[config.mk]
export PLATFORM = sky130hd
export DESIGN_NAME = avr_regulator
export DESIGN_NICKNAME = d
export VERILOG_FILES = /design/src/verilog/avr_pkg.sv /design/src/verilog/avr_regulator.sv
export SDC_FILE = /design/constraint.sdc
export NUM_CORES = 1
export LEC_CHECK = 0
export BUFFER_PORTS_ARGS = -buffer_cell sky130_fd_sc_hd__clkbuf_2
export CAP_MARGIN = 20
export CORE_UTILIZATION = 61
export DETAILED_ROUTE_END_ITERATION = 12
export HOLD_SLACK_MARGIN = 0.1
export PLACE_DENSITY_LB_ADDON = 0.3
export SKIP_CTS_REPAIR_TIMING = 1
export SLEW_MARGIN = 20
export SYNTH_ARGS = -nofsm -noshare
export SYNTH_HDL_FRONTEND = slang
export SYNTH_SLANG_ARGS = --single-unit
[constraint.sdc]
create_clock -name i_mclk -period 36.1 [get_ports i_mclk]
set_clock_uncertainty 0.05 [all_clocks]
set_input_delay 10.83 -clock i_mclk [delete_from_list [all_inputs] [get_ports i_mclk]]
set_output_delay 10.83 -clock i_mclk [all_outputs]
set_load 0.03 [all_outputs]
[src/verilog/avr_pkg.sv]
`default_nettype none
package avr_pkg;
	// Register byte offsets
	localparam logic [7:0] OFF_CTRL   = 8'h00;
	localparam logic [7:0] OFF_TARGET = 8'h04;
	localparam logic [7:0] OFF_WIN1   = 8'h08;
	localparam logic [7:0] OFF_WIN2   = 8'h0C;
	localparam logic [7:0] OFF_INST   = 8'h10;
	localparam logic [7:0] OFF_UVB    = 8'h14;
	localparam logic [7:0] OFF_OC     = 8'h18;
	localparam logic [7:0] OFF_T1     = 8'h1C;
	localparam logic [7:0] OFF_T2     = 8'h20;
	localparam logic [7:0] OFF_GAP    = 8'h24;
	localparam logic [7:0] OFF_STATUS = 8'h28;
	localparam logic [7:0] OFF_DEV    = 8'h2C;
	localparam logic [7:0] OFF_ACC    = 8'h30;
	// Control field positions
	localparam int CTRL_EN  = 0;
	localparam int CTRL_INV = 1;
	localparam int CTRL_SEL = 2;
	// Measurement time base and timing defaults
	localparam int TICK_MS    = 5;
	localparam int T1_RST_S   = 60;
	localparam int T2_RST_S   = 40;
	localparam int GAP_RST_MS = 1000;
	localparam logic [15:0] T1_RST  = 16'(T1_RST_S * 1000 / TICK_MS);
	localparam logic [15:0] T2_RST  = 16'(T2_RST_S * 1000 / TICK_MS);
	localparam logic [15:0] GAP_RST = 16'(GAP_RST_MS / TICK_MS);
	// Reset values, voltages in 0.01 %Un
	localparam logic [3:0]  CTRL_RST   = 4'h3;
	localparam logic [15:0] TARGET_RST = 16'h2710;
	localparam logic [15:0] WIN1_RST   = 16'h0064;
	localparam logic [15:0] WIN2_RST   = 16'h010B;
	localparam logic [15:0] INST_RST   = 16'h0341;
	localparam logic [15:0] UVB_RST    = 16'h05DC;
	localparam logic [15:0] OC_RST     = 16'h0000;
	// Percent scale and 3 % drop-out hysteresis
	localparam logic [23:0] PCT     = 24'h000064;
	localparam logic [23:0] HYST_DO = 24'h000061;
	localparam logic [1:0]  RESP_OK  = 2'h0;
	localparam logic [1:0]  RESP_ERR = 2'h2;

	typedef struct packed {
		logic        valid;
		logic [15:0] u1;
		logic [15:0] u2;
		logic [15:0] u3;
		logic [15:0] u4;
		logic [15:0] i1;
		logic [15:0] i2;
		logic [15:0] i3;
	} avr_meas_t;

	typedef struct packed {
		logic [3:0]  ctrl;
		logic [15:0] target, win1, win2, inst, uvb, oc, t1, t2, gap;
		logic        aw_rdy, aw_have, w_rdy, w_have, bvalid, ar_rdy, rvalid;
		logic [7:0]  aw_addr;
		logic [31:0] w_data;
		logic [3:0]  w_strb;
		logic [1:0]  bresp, rresp;
		logic [31:0] rdata;
		logic        ext_s1, ext_s2;
		logic        pick1, fast, blocked, uv_blk, oc_blk;
		logic signed [16:0] dev;
		logic [31:0] acc;
		logic [15:0] gap_cnt;
		logic        raise, lower;
	} avr_state_t;
endpackage
`default_nettype wire

[src/verilog/avr_regulator.sv]
// Behaviour
// Operating-time counting begins once voltage leaves the active window either way.
// One tap command once voltage stays outside for the full operating time.
// Counter clears when voltage returns inside window before time expires.
// First-window pick-up drops out with 3 % hysteresis.
// All limits are offsets from the current target voltage.
// Fast window runs inverse or definite time, selectable.
// Inverse time equals fast delay divided by deviation in percent.
// Inverse applies beyond second window; first window uses definite time.
// Above instant threshold, lower at every allowed pulse interval.
// Below instant threshold, commands follow the window characteristic again.
// Commands inhibited while voltage is below undervoltage blocking level.
// Overcurrent from own check or external pick-up blocks regulation.
// Uses fundamental line-to-line voltages and fundamental phase currents.
// Measurements are taken on a 5 ms update tick.
// Configurer sets first window to 1.2 times tap step.
// Configurer splits first window equally above and below target.
// Configurer keeps first window at least 5 % above tap step.
// Configurer makes second window wider than one tap step reach.
// Configurer sets first-window time typically 30 to 120 s.
// Configurer sets instant threshold to max overvoltage minus tap step.
// Configurer sets undervoltage block to all raise positions combined.
// Supervised voltage selectable among four inputs, default first pair.
// Raise when below window, lower when above.
`timescale 1ns/1ps
`default_nettype none
module avr_regulator (
	input  wire logic              i_mclk,
	input  wire logic              i_rst_n,
	input  wire logic              i_ce,
	input  wire avr_pkg::avr_meas_t i_meas,
	input  wire logic              i_ext_oc_pick,
	input  wire logic [7:0]        i_s_axi_awaddr,
	input  wire logic              i_s_axi_awvalid,
	output logic                   o_s_axi_awready,
	input  wire logic [31:0]       i_s_axi_wdata,
	input  wire logic [3:0]        i_s_axi_wstrb,
	input  wire logic              i_s_axi_wvalid,
	output logic                   o_s_axi_wready,
	output logic [1:0]             o_s_axi_bresp,
	output logic                   o_s_axi_bvalid,
	input  wire logic              i_s_axi_bready,
	input  wire logic [7:0]        i_s_axi_araddr,
	input  wire logic              i_s_axi_arvalid,
	output logic                   o_s_axi_arready,
	output logic [31:0]            o_s_axi_rdata,
	output logic [1:0]             o_s_axi_rresp,
	output logic                   o_s_axi_rvalid,
	input  wire logic              i_s_axi_rready,
	output logic                   o_raise,
	output logic                   o_lower
);
	avr_pkg::avr_state_t st;
	avr_pkg::avr_state_t next_st;

	function automatic logic [15:0] wr16(input logic [15:0] old, input logic [31:0] d,
		input logic [3:0] s);
		wr16 = {s[1] ? d[15:8] : old[15:8], s[0] ? d[7:0] : old[7:0]};
	endfunction

	////////////////////////////////////////////////////////////////////////////
	logic [15:0] u_sel;
	logic signed [16:0] dev;
	logic [15:0] adev;
	logic        tick, over1, under_hyst, fast, inst, uv, oc, blk, pick, fire;
	logic [31:0] tgt, acc_new;
	logic [7:0]  wa, ra;
	logic        wok, rok;

	always_comb begin
		next_st = st;
		u_sel = 16'h0000;
		dev = 17'sh0;
		adev = 16'h0000;
		tick = 1'b0;
		over1 = 1'b0;
		under_hyst = 1'b0;
		fast = 1'b0;
		inst = 1'b0;
		uv = 1'b0;
		oc = 1'b0;
		blk = 1'b0;
		pick = 1'b0;
		fire = 1'b0;
		tgt = 32'h0;
		acc_new = 32'h0;
		wa = 8'h00;
		ra = 8'h00;
		wok = 1'b1;
		rok = 1'b1;
		next_st.ext_s1 = i_ext_oc_pick;
		next_st.ext_s2 = st.ext_s1;
		next_st.raise = 1'b0;
		next_st.lower = 1'b0;

		// Write channel: address and data taken in either order
		if (st.bvalid && i_s_axi_bready) begin
			next_st.bvalid = 1'b0;
		end
		if (st.aw_rdy && i_s_axi_awvalid) begin
			next_st.aw_have = 1'b1;
			next_st.aw_addr = i_s_axi_awaddr;
		end
		if (st.w_rdy && i_s_axi_wvalid) begin
			next_st.w_have = 1'b1;
			next_st.w_data = i_s_axi_wdata;
			next_st.w_strb = i_s_axi_wstrb;
		end
		if (next_st.aw_have && next_st.w_have) begin
			wa = {next_st.aw_addr[7:2], 2'b00};
			case (wa)
				avr_pkg::OFF_CTRL: begin
					if (next_st.w_strb[0]) begin
						next_st.ctrl = next_st.w_data[3:0];
					end
				end
				avr_pkg::OFF_TARGET: next_st.target = wr16(st.target, next_st.w_data, next_st.w_strb);
				avr_pkg::OFF_WIN1:   next_st.win1 = wr16(st.win1, next_st.w_data, next_st.w_strb);
				avr_pkg::OFF_WIN2:   next_st.win2 = wr16(st.win2, next_st.w_data, next_st.w_strb);
				avr_pkg::OFF_INST:   next_st.inst = wr16(st.inst, next_st.w_data, next_st.w_strb);
				avr_pkg::OFF_UVB:    next_st.uvb = wr16(st.uvb, next_st.w_data, next_st.w_strb);
				avr_pkg::OFF_OC:     next_st.oc = wr16(st.oc, next_st.w_data, next_st.w_strb);
				avr_pkg::OFF_T1:     next_st.t1 = wr16(st.t1, next_st.w_data, next_st.w_strb);
				avr_pkg::OFF_T2:     next_st.t2 = wr16(st.t2, next_st.w_data, next_st.w_strb);
				avr_pkg::OFF_GAP:    next_st.gap = wr16(st.gap, next_st.w_data, next_st.w_strb);
				avr_pkg::OFF_STATUS, avr_pkg::OFF_DEV, avr_pkg::OFF_ACC: wok = 1'b1;
				default: wok = 1'b0;
			endcase
			next_st.aw_have = 1'b0;
			next_st.w_have = 1'b0;
			next_st.bvalid = 1'b1;
			next_st.bresp = wok ? avr_pkg::RESP_OK : avr_pkg::RESP_ERR;
		end
		next_st.aw_rdy = !next_st.aw_have && !next_st.bvalid;
		next_st.w_rdy = !next_st.w_have && !next_st.bvalid;

		// Read channel, data captured at address acceptance
		if (st.rvalid && i_s_axi_rready) begin
			next_st.rvalid = 1'b0;
		end
		if (st.ar_rdy && i_s_axi_arvalid) begin
			ra = {i_s_axi_araddr[7:2], 2'b00};
			next_st.rdata = 32'h0;
			case (ra)
				avr_pkg::OFF_CTRL:   next_st.rdata = {28'h0, st.ctrl};
				avr_pkg::OFF_TARGET: next_st.rdata = {16'h0, st.target};
				avr_pkg::OFF_WIN1:   next_st.rdata = {16'h0, st.win1};
				avr_pkg::OFF_WIN2:   next_st.rdata = {16'h0, st.win2};
				avr_pkg::OFF_INST:   next_st.rdata = {16'h0, st.inst};
				avr_pkg::OFF_UVB:    next_st.rdata = {16'h0, st.uvb};
				avr_pkg::OFF_OC:     next_st.rdata = {16'h0, st.oc};
				avr_pkg::OFF_T1:     next_st.rdata = {16'h0, st.t1};
				avr_pkg::OFF_T2:     next_st.rdata = {16'h0, st.t2};
				avr_pkg::OFF_GAP:    next_st.rdata = {16'h0, st.gap};
				avr_pkg::OFF_STATUS: next_st.rdata = {11'h0, st.gap_cnt == 16'h0000,
					st.pick1, st.fast, st.blocked, st.uv_blk, st.oc_blk, st.gap_cnt[10:0],
					st.ext_s2, 3'h0};
				avr_pkg::OFF_DEV:    next_st.rdata = {{15{st.dev[16]}}, st.dev};
				avr_pkg::OFF_ACC:    next_st.rdata = st.acc;
				default:             rok = 1'b0;
			endcase
			next_st.rvalid = 1'b1;
			next_st.rresp = rok ? avr_pkg::RESP_OK : avr_pkg::RESP_ERR;
		end
		next_st.ar_rdy = !next_st.rvalid;

		////////////////////////////////////////////////////////////////////////
		// Regulation, evaluated once per measurement update
		tick = i_meas.valid;
		case (st.ctrl[avr_pkg::CTRL_SEL +: 2])
			2'h1:    u_sel = i_meas.u2;
			2'h2:    u_sel = i_meas.u3;
			2'h3:    u_sel = i_meas.u4;
			default: u_sel = i_meas.u1;
		endcase
		dev = $signed({1'b0, u_sel}) - $signed({1'b0, st.target});
		adev = dev[16] ? 16'(-dev) : dev[15:0];
		over1 = adev > st.win1;
		// Drop-out below 97 % of the pick-up, avoids chatter at the edge
		under_hyst = (24'(adev) * avr_pkg::PCT) < (24'(st.win1) * avr_pkg::HYST_DO);
		pick = over1 ? 1'b1 : (under_hyst ? 1'b0 : st.pick1);
		fast = adev > st.win2;
		inst = dev > $signed({1'b0, st.inst});
		uv = ({1'b0, u_sel} + {1'b0, st.uvb}) < {1'b0, st.target};
		oc = (st.oc != 16'h0000) && (i_meas.i1 > st.oc || i_meas.i2 > st.oc
			|| i_meas.i3 > st.oc);
		blk = uv || oc || st.ext_s2 || !st.ctrl[avr_pkg::CTRL_EN];
		// Inverse mode adds |dev| per tick against delay*100, so no divider is needed
		tgt = 32'(fast ? st.t2 : st.t1) * 32'(avr_pkg::PCT);
		acc_new = (fast != st.fast ? 32'h0 : st.acc)
			+ ((fast && st.ctrl[avr_pkg::CTRL_INV]) ? 32'(adev) : 32'(avr_pkg::PCT));
		if (tick) begin
			next_st.dev = dev;
			next_st.uv_blk = uv;
			next_st.oc_blk = oc;
			next_st.blocked = blk;
			next_st.pick1 = pick;
			next_st.fast = fast;
			if (st.gap_cnt != 16'h0000) begin
				next_st.gap_cnt = st.gap_cnt - 16'h0001;
			end
			if (blk) begin
				next_st.acc = 32'h0;
			end else if (inst) begin
				next_st.acc = 32'h0;
				fire = st.gap_cnt == 16'h0000;
			end else if (!pick) begin
				next_st.acc = 32'h0;
			end else if (acc_new >= tgt) begin
				// Held at the limit while the pulse gap runs out
				next_st.acc = tgt;
				fire = st.gap_cnt == 16'h0000;
			end else begin
				next_st.acc = acc_new;
			end
			if (fire) begin
				next_st.acc = 32'h0;
				next_st.gap_cnt = st.gap;
				next_st.raise = dev[16];
				next_st.lower = !dev[16];
			end
		end
	end

	always_ff @(posedge i_mclk or negedge i_rst_n) begin
		if (!i_rst_n) begin
			st <= '0;
			st.ctrl <= avr_pkg::CTRL_RST;
			st.target <= avr_pkg::TARGET_RST;
			st.win1 <= avr_pkg::WIN1_RST;
			st.win2 <= avr_pkg::WIN2_RST;
			st.inst <= avr_pkg::INST_RST;
			st.uvb <= avr_pkg::UVB_RST;
			st.oc <= avr_pkg::OC_RST;
			st.t1 <= avr_pkg::T1_RST;
			st.t2 <= avr_pkg::T2_RST;
			st.gap <= avr_pkg::GAP_RST;
		end else if (i_ce) begin
			st <= next_st;
		end
	end

	assign o_s_axi_awready = st.aw_rdy;
	assign o_s_axi_wready  = st.w_rdy;
	assign o_s_axi_bvalid  = st.bvalid;
	assign o_s_axi_bresp   = st.bresp;
	assign o_s_axi_arready = st.ar_rdy;
	assign o_s_axi_rvalid  = st.rvalid;
	assign o_s_axi_rdata   = st.rdata;
	assign o_s_axi_rresp   = st.rresp;
	assign o_raise         = st.raise;
	assign o_lower         = st.lower;
endmodule
`default_nettype wire

==> results by group <==
STA
  • Final worst-path cycle share: 63.0%
  • Count of endpoints failing setup in the final report: 0
  • Fin. Hold Viols: 0
  • Max-Slew Margin vs Limit: 23.6%
  • Setup Total Neg Slack: 0 ns
  • Min Hold Slack: 0.422 ns
  • Final max-slew violation count: 0
  • Max frequency: 0.0439 GHz
  • RSZ-0062 raised after global routing: no
  • Least-Margin Pin Slew: 1.11 ns
  • Minimum period implied by the final worst setup slack: 22.76 ns

Clocking
  • TritonCTS clock tree: yes
  • Source-to-sink clock delay at the later pin of the worst-skew pair: 0.56 ns
  • Clk Tree Root Cell: sky130_fd_sc_hd__clkbuf_16
  • Number of buffers on the longest clock path: 3
  • Clock Sink Count: 287
  • Total CTS buffers: 34
  • H-tree depth: 2
  • Clock slew seen by the registers of the worst setup and hold paths: 0.06 ns

Global routing
  • Number of global-route vias before repair: 22039
  • Maximum number of pins on one net before global-route repair: 87
  • Met2 track utilization from global routing: 63.4%
  • Global-route wire length before repair: 122000 um
  • Grt met3 use: 7.19%
  • Most Crowded Layer GR: met2
  • Number of antenna violations at the first check in global routing: 4
  • GR Util met1: 47.9%
  • GR Overflow Total: 0
  • Total global routing track utilization: 38.7%

Routing
  • First drt pass iteration count: 9
  • Remaining number of nets flagged by the antenna check after routing: 0
  • Final wirelength: 78600 um
  • Wire length per cell: 22.5 um
  • Via-to-Cell Ratio: 6.38
  • Post-detailed-route DRC marker count: 0
  • Via Count: 22248
  • Number of DRC markers in iteration 0: 1913

Critical path
  • Cell seen most often among critical-path stages: sky130_fd_sc_hd__ha_1
  • Cell type group with the largest total delay on the critical path: compound AO/OA/AOI/OAI gates
  • Worst R2R Path Depth: 44
  • Crit. End Element: flop
  • Data required time of the critical path: 36.52 ns
  • Category of the critical setup timing path: input pin to flop
  • Worst path slowest cell: sky130_fd_sc_hd__xnor2_1
  • Arrival time at the worst endpoint: 23.17 ns
  • End of the worst register-to-register path: st[38]
  • Critical path launch point: i_meas[49]
  • Critical-path maximum fanout: 19
  • Launch instance of the worst register-to-register path: st[308]
  • Biggest cell delay along the critical path: 0.62 ns
  • Worst path bufs/invs: 6
  • Type of origin of the critical path: input pin
  • Worst-case register-to-register setup slack: 22.84 ns

Yosys
  • Sequential area share after synthesis: 29.4%
  • Number of unique standard cell types used by synthesis: 84
  • Post-synthesis instance total: 2799
  • Top area cells in the synthesized netlist: sky130_fd_sc_hd__dfrtp_1 25%, sky130_fd_sc_hd__ha_1 19%, sky130_fd_sc_hd__dfstp_2 4.4%
  • Prevailing post-synth register cell: sky130_fd_sc_hd__dfrtp_1
  • Yosys top cell by area: sky130_fd_sc_hd__dfrtp_1
  • Flip-flop and latch count after synthesis: 287
  • Cell area after synthesis: 24600 um2
  • Total of warnings raised by yosys: 0
  • Portion of synthesized cell area occupied by the leading cell type: 25.1%
  • Post-synth ARST share: 100%
  • Average cell area after synthesis: 8.78 um2
  • Number of synthesized flops with an enable pin: 0

Floorplanning
  • Standard-cell rows: 73
  • CORE AREA: 39700 um2
  • Die span in y: 203 um
  • Horizontal die dimension: 203 um
  • Initial core utilization: 61.8%
  • I/O pins: 217
  • Die area: 41100 um2

Layout
  • Area growth from synthesis to layout: 10.5%
  • Final-stage net count: 3521
  • Largest register FFs: 245
  • Layout cell share with drive strength beyond 1: 14.4%
  • Most common library cell in the layout ignoring fill and taps: sky130_fd_sc_hd__ha_1
  • Biggest register: st
  • Diodes inserted: 0
  • Final standard cell utilization of the core: 68.3%
  • Post-route standard cell area excluding fillers: 27200 um2
  • Commonest cells after routing, fill and taps aside: 378 x sky130_fd_sc_hd__ha_1, 282 x sky130_fd_sc_hd__nand2_1, 246 x sky130_fd_sc_hd__dfrtp_1

Placed design
  • Area of placed instances: 25900 um2
  • Gp weighted congestion: 1.00
  • Input/output buffers: 192
  • HPWL after detailed placement: 61900 um

Hold path
  • Path class of the lowest-slack min-delay path: flop to flop
  • Beginning of the worst hold path: st[66]
  • Hold path cells: 2
  • Worst hold endpoint: st[66]

Status
  • Result of the run: completed

Run
  • Number of max-cap violations: 0
## kinds of logic after synthesis
logic type / share of synthesized area, %
flip-flops: 29.4
AND/OR/NAND/NOR: 15.7
other: 0.0153
XOR/XNOR: 3.78
buffers and inverters: 6.33
AO/OA/AOI/OAI: 18.3
multiplexers: 4.53
adder cells (fa/ha/maj): 21.9
## synthesized netlist by cell type (29+ instances only)
master,n
sky130_fd_sc_hd__buf_4,36
sky130_fd_sc_hd__dfrtp_1,246
sky130_fd_sc_hd__nand4_1,39
sky130_fd_sc_hd__nand3_1,67
sky130_fd_sc_hd__mux2_2,32
sky130_fd_sc_hd__nor2_1,210
sky130_fd_sc_hd__ha_1,378
sky130_fd_sc_hd__nand2_1,284
sky130_fd_sc_hd__a21oi_1,210
sky130_fd_sc_hd__xnor2_1,68
sky130_fd_sc_hd__o21a_1,29
sky130_fd_sc_hd__a21o_1,34
sky130_fd_sc_hd__xor2_1,38
sky130_fd_sc_hd__and2_1,40
sky130_fd_sc_hd__mux2i_1,37
sky130_fd_sc_hd__clkbuf_1,82
sky130_fd_sc_hd__nor3_1,40
sky130_fd_sc_hd__fa_1,33
sky130_fd_sc_hd__a22oi_1,42
sky130_fd_sc_hd__dfstp_2,41
sky130_fd_sc_hd__inv_1,242
sky130_fd_sc_hd__o21ai_0,201
## per-stage QoR
stage                     setup WS, ns  std cells
after floorplan                  14.16       2800
after detailed placement         13.05       3425
final                            13.34       3487
after CTS                        13.55       3487
after global routing             12.76       3487
after global placement           13.05       3425
## worst min-delay path, stage by stage, from the launching register on
cell                      delay, ns
sky130_fd_sc_hd__dfrtp_1       0.34
sky130_fd_sc_hd__nand2_1       0.05
sky130_fd_sc_hd__nand2_1       0.05
## how the worst max path moves through the flow
| stage | end | slack [ns] | cells after the start |
|---|---|---|---|
| floorplan | st[15] | 14.16 | 46 |
| global placement | st[35] | 13.05 | 44 |
| detailed placement | st[38] | 13.05 | 44 |
| CTS | st[38] | 13.55 | 44 |
| global route | st[38] | 12.76 | 40 |
| finish | st[38] | 13.34 | 44 |
## area by class of cell
cell class / count / area [um2]
tap: 525 / 657
clock inverter: 17 / 195
fill: 3220 / 12600
clock buffer: 45 / 993
multi-input combinational: 2141 / 15900
timing repair buffer: 230 / 1260
sequential: 287 / 7230
inverter: 242 / 908
## routing by layer
layer / wire length [um] / part of all wire (%) / vias up
met4: 4970 / 6.3 / 2
met1: 30300 / 39 / 10633
met5: 11 / 0.014 / -
met3: 7040 / 9.0 / 283
met2: 36300 / 46 / 1072
li1: - / - / 10258
Power is not shown: default switching activity piles up to over one toggle a cycle in this logic, so the estimate is an artifact.
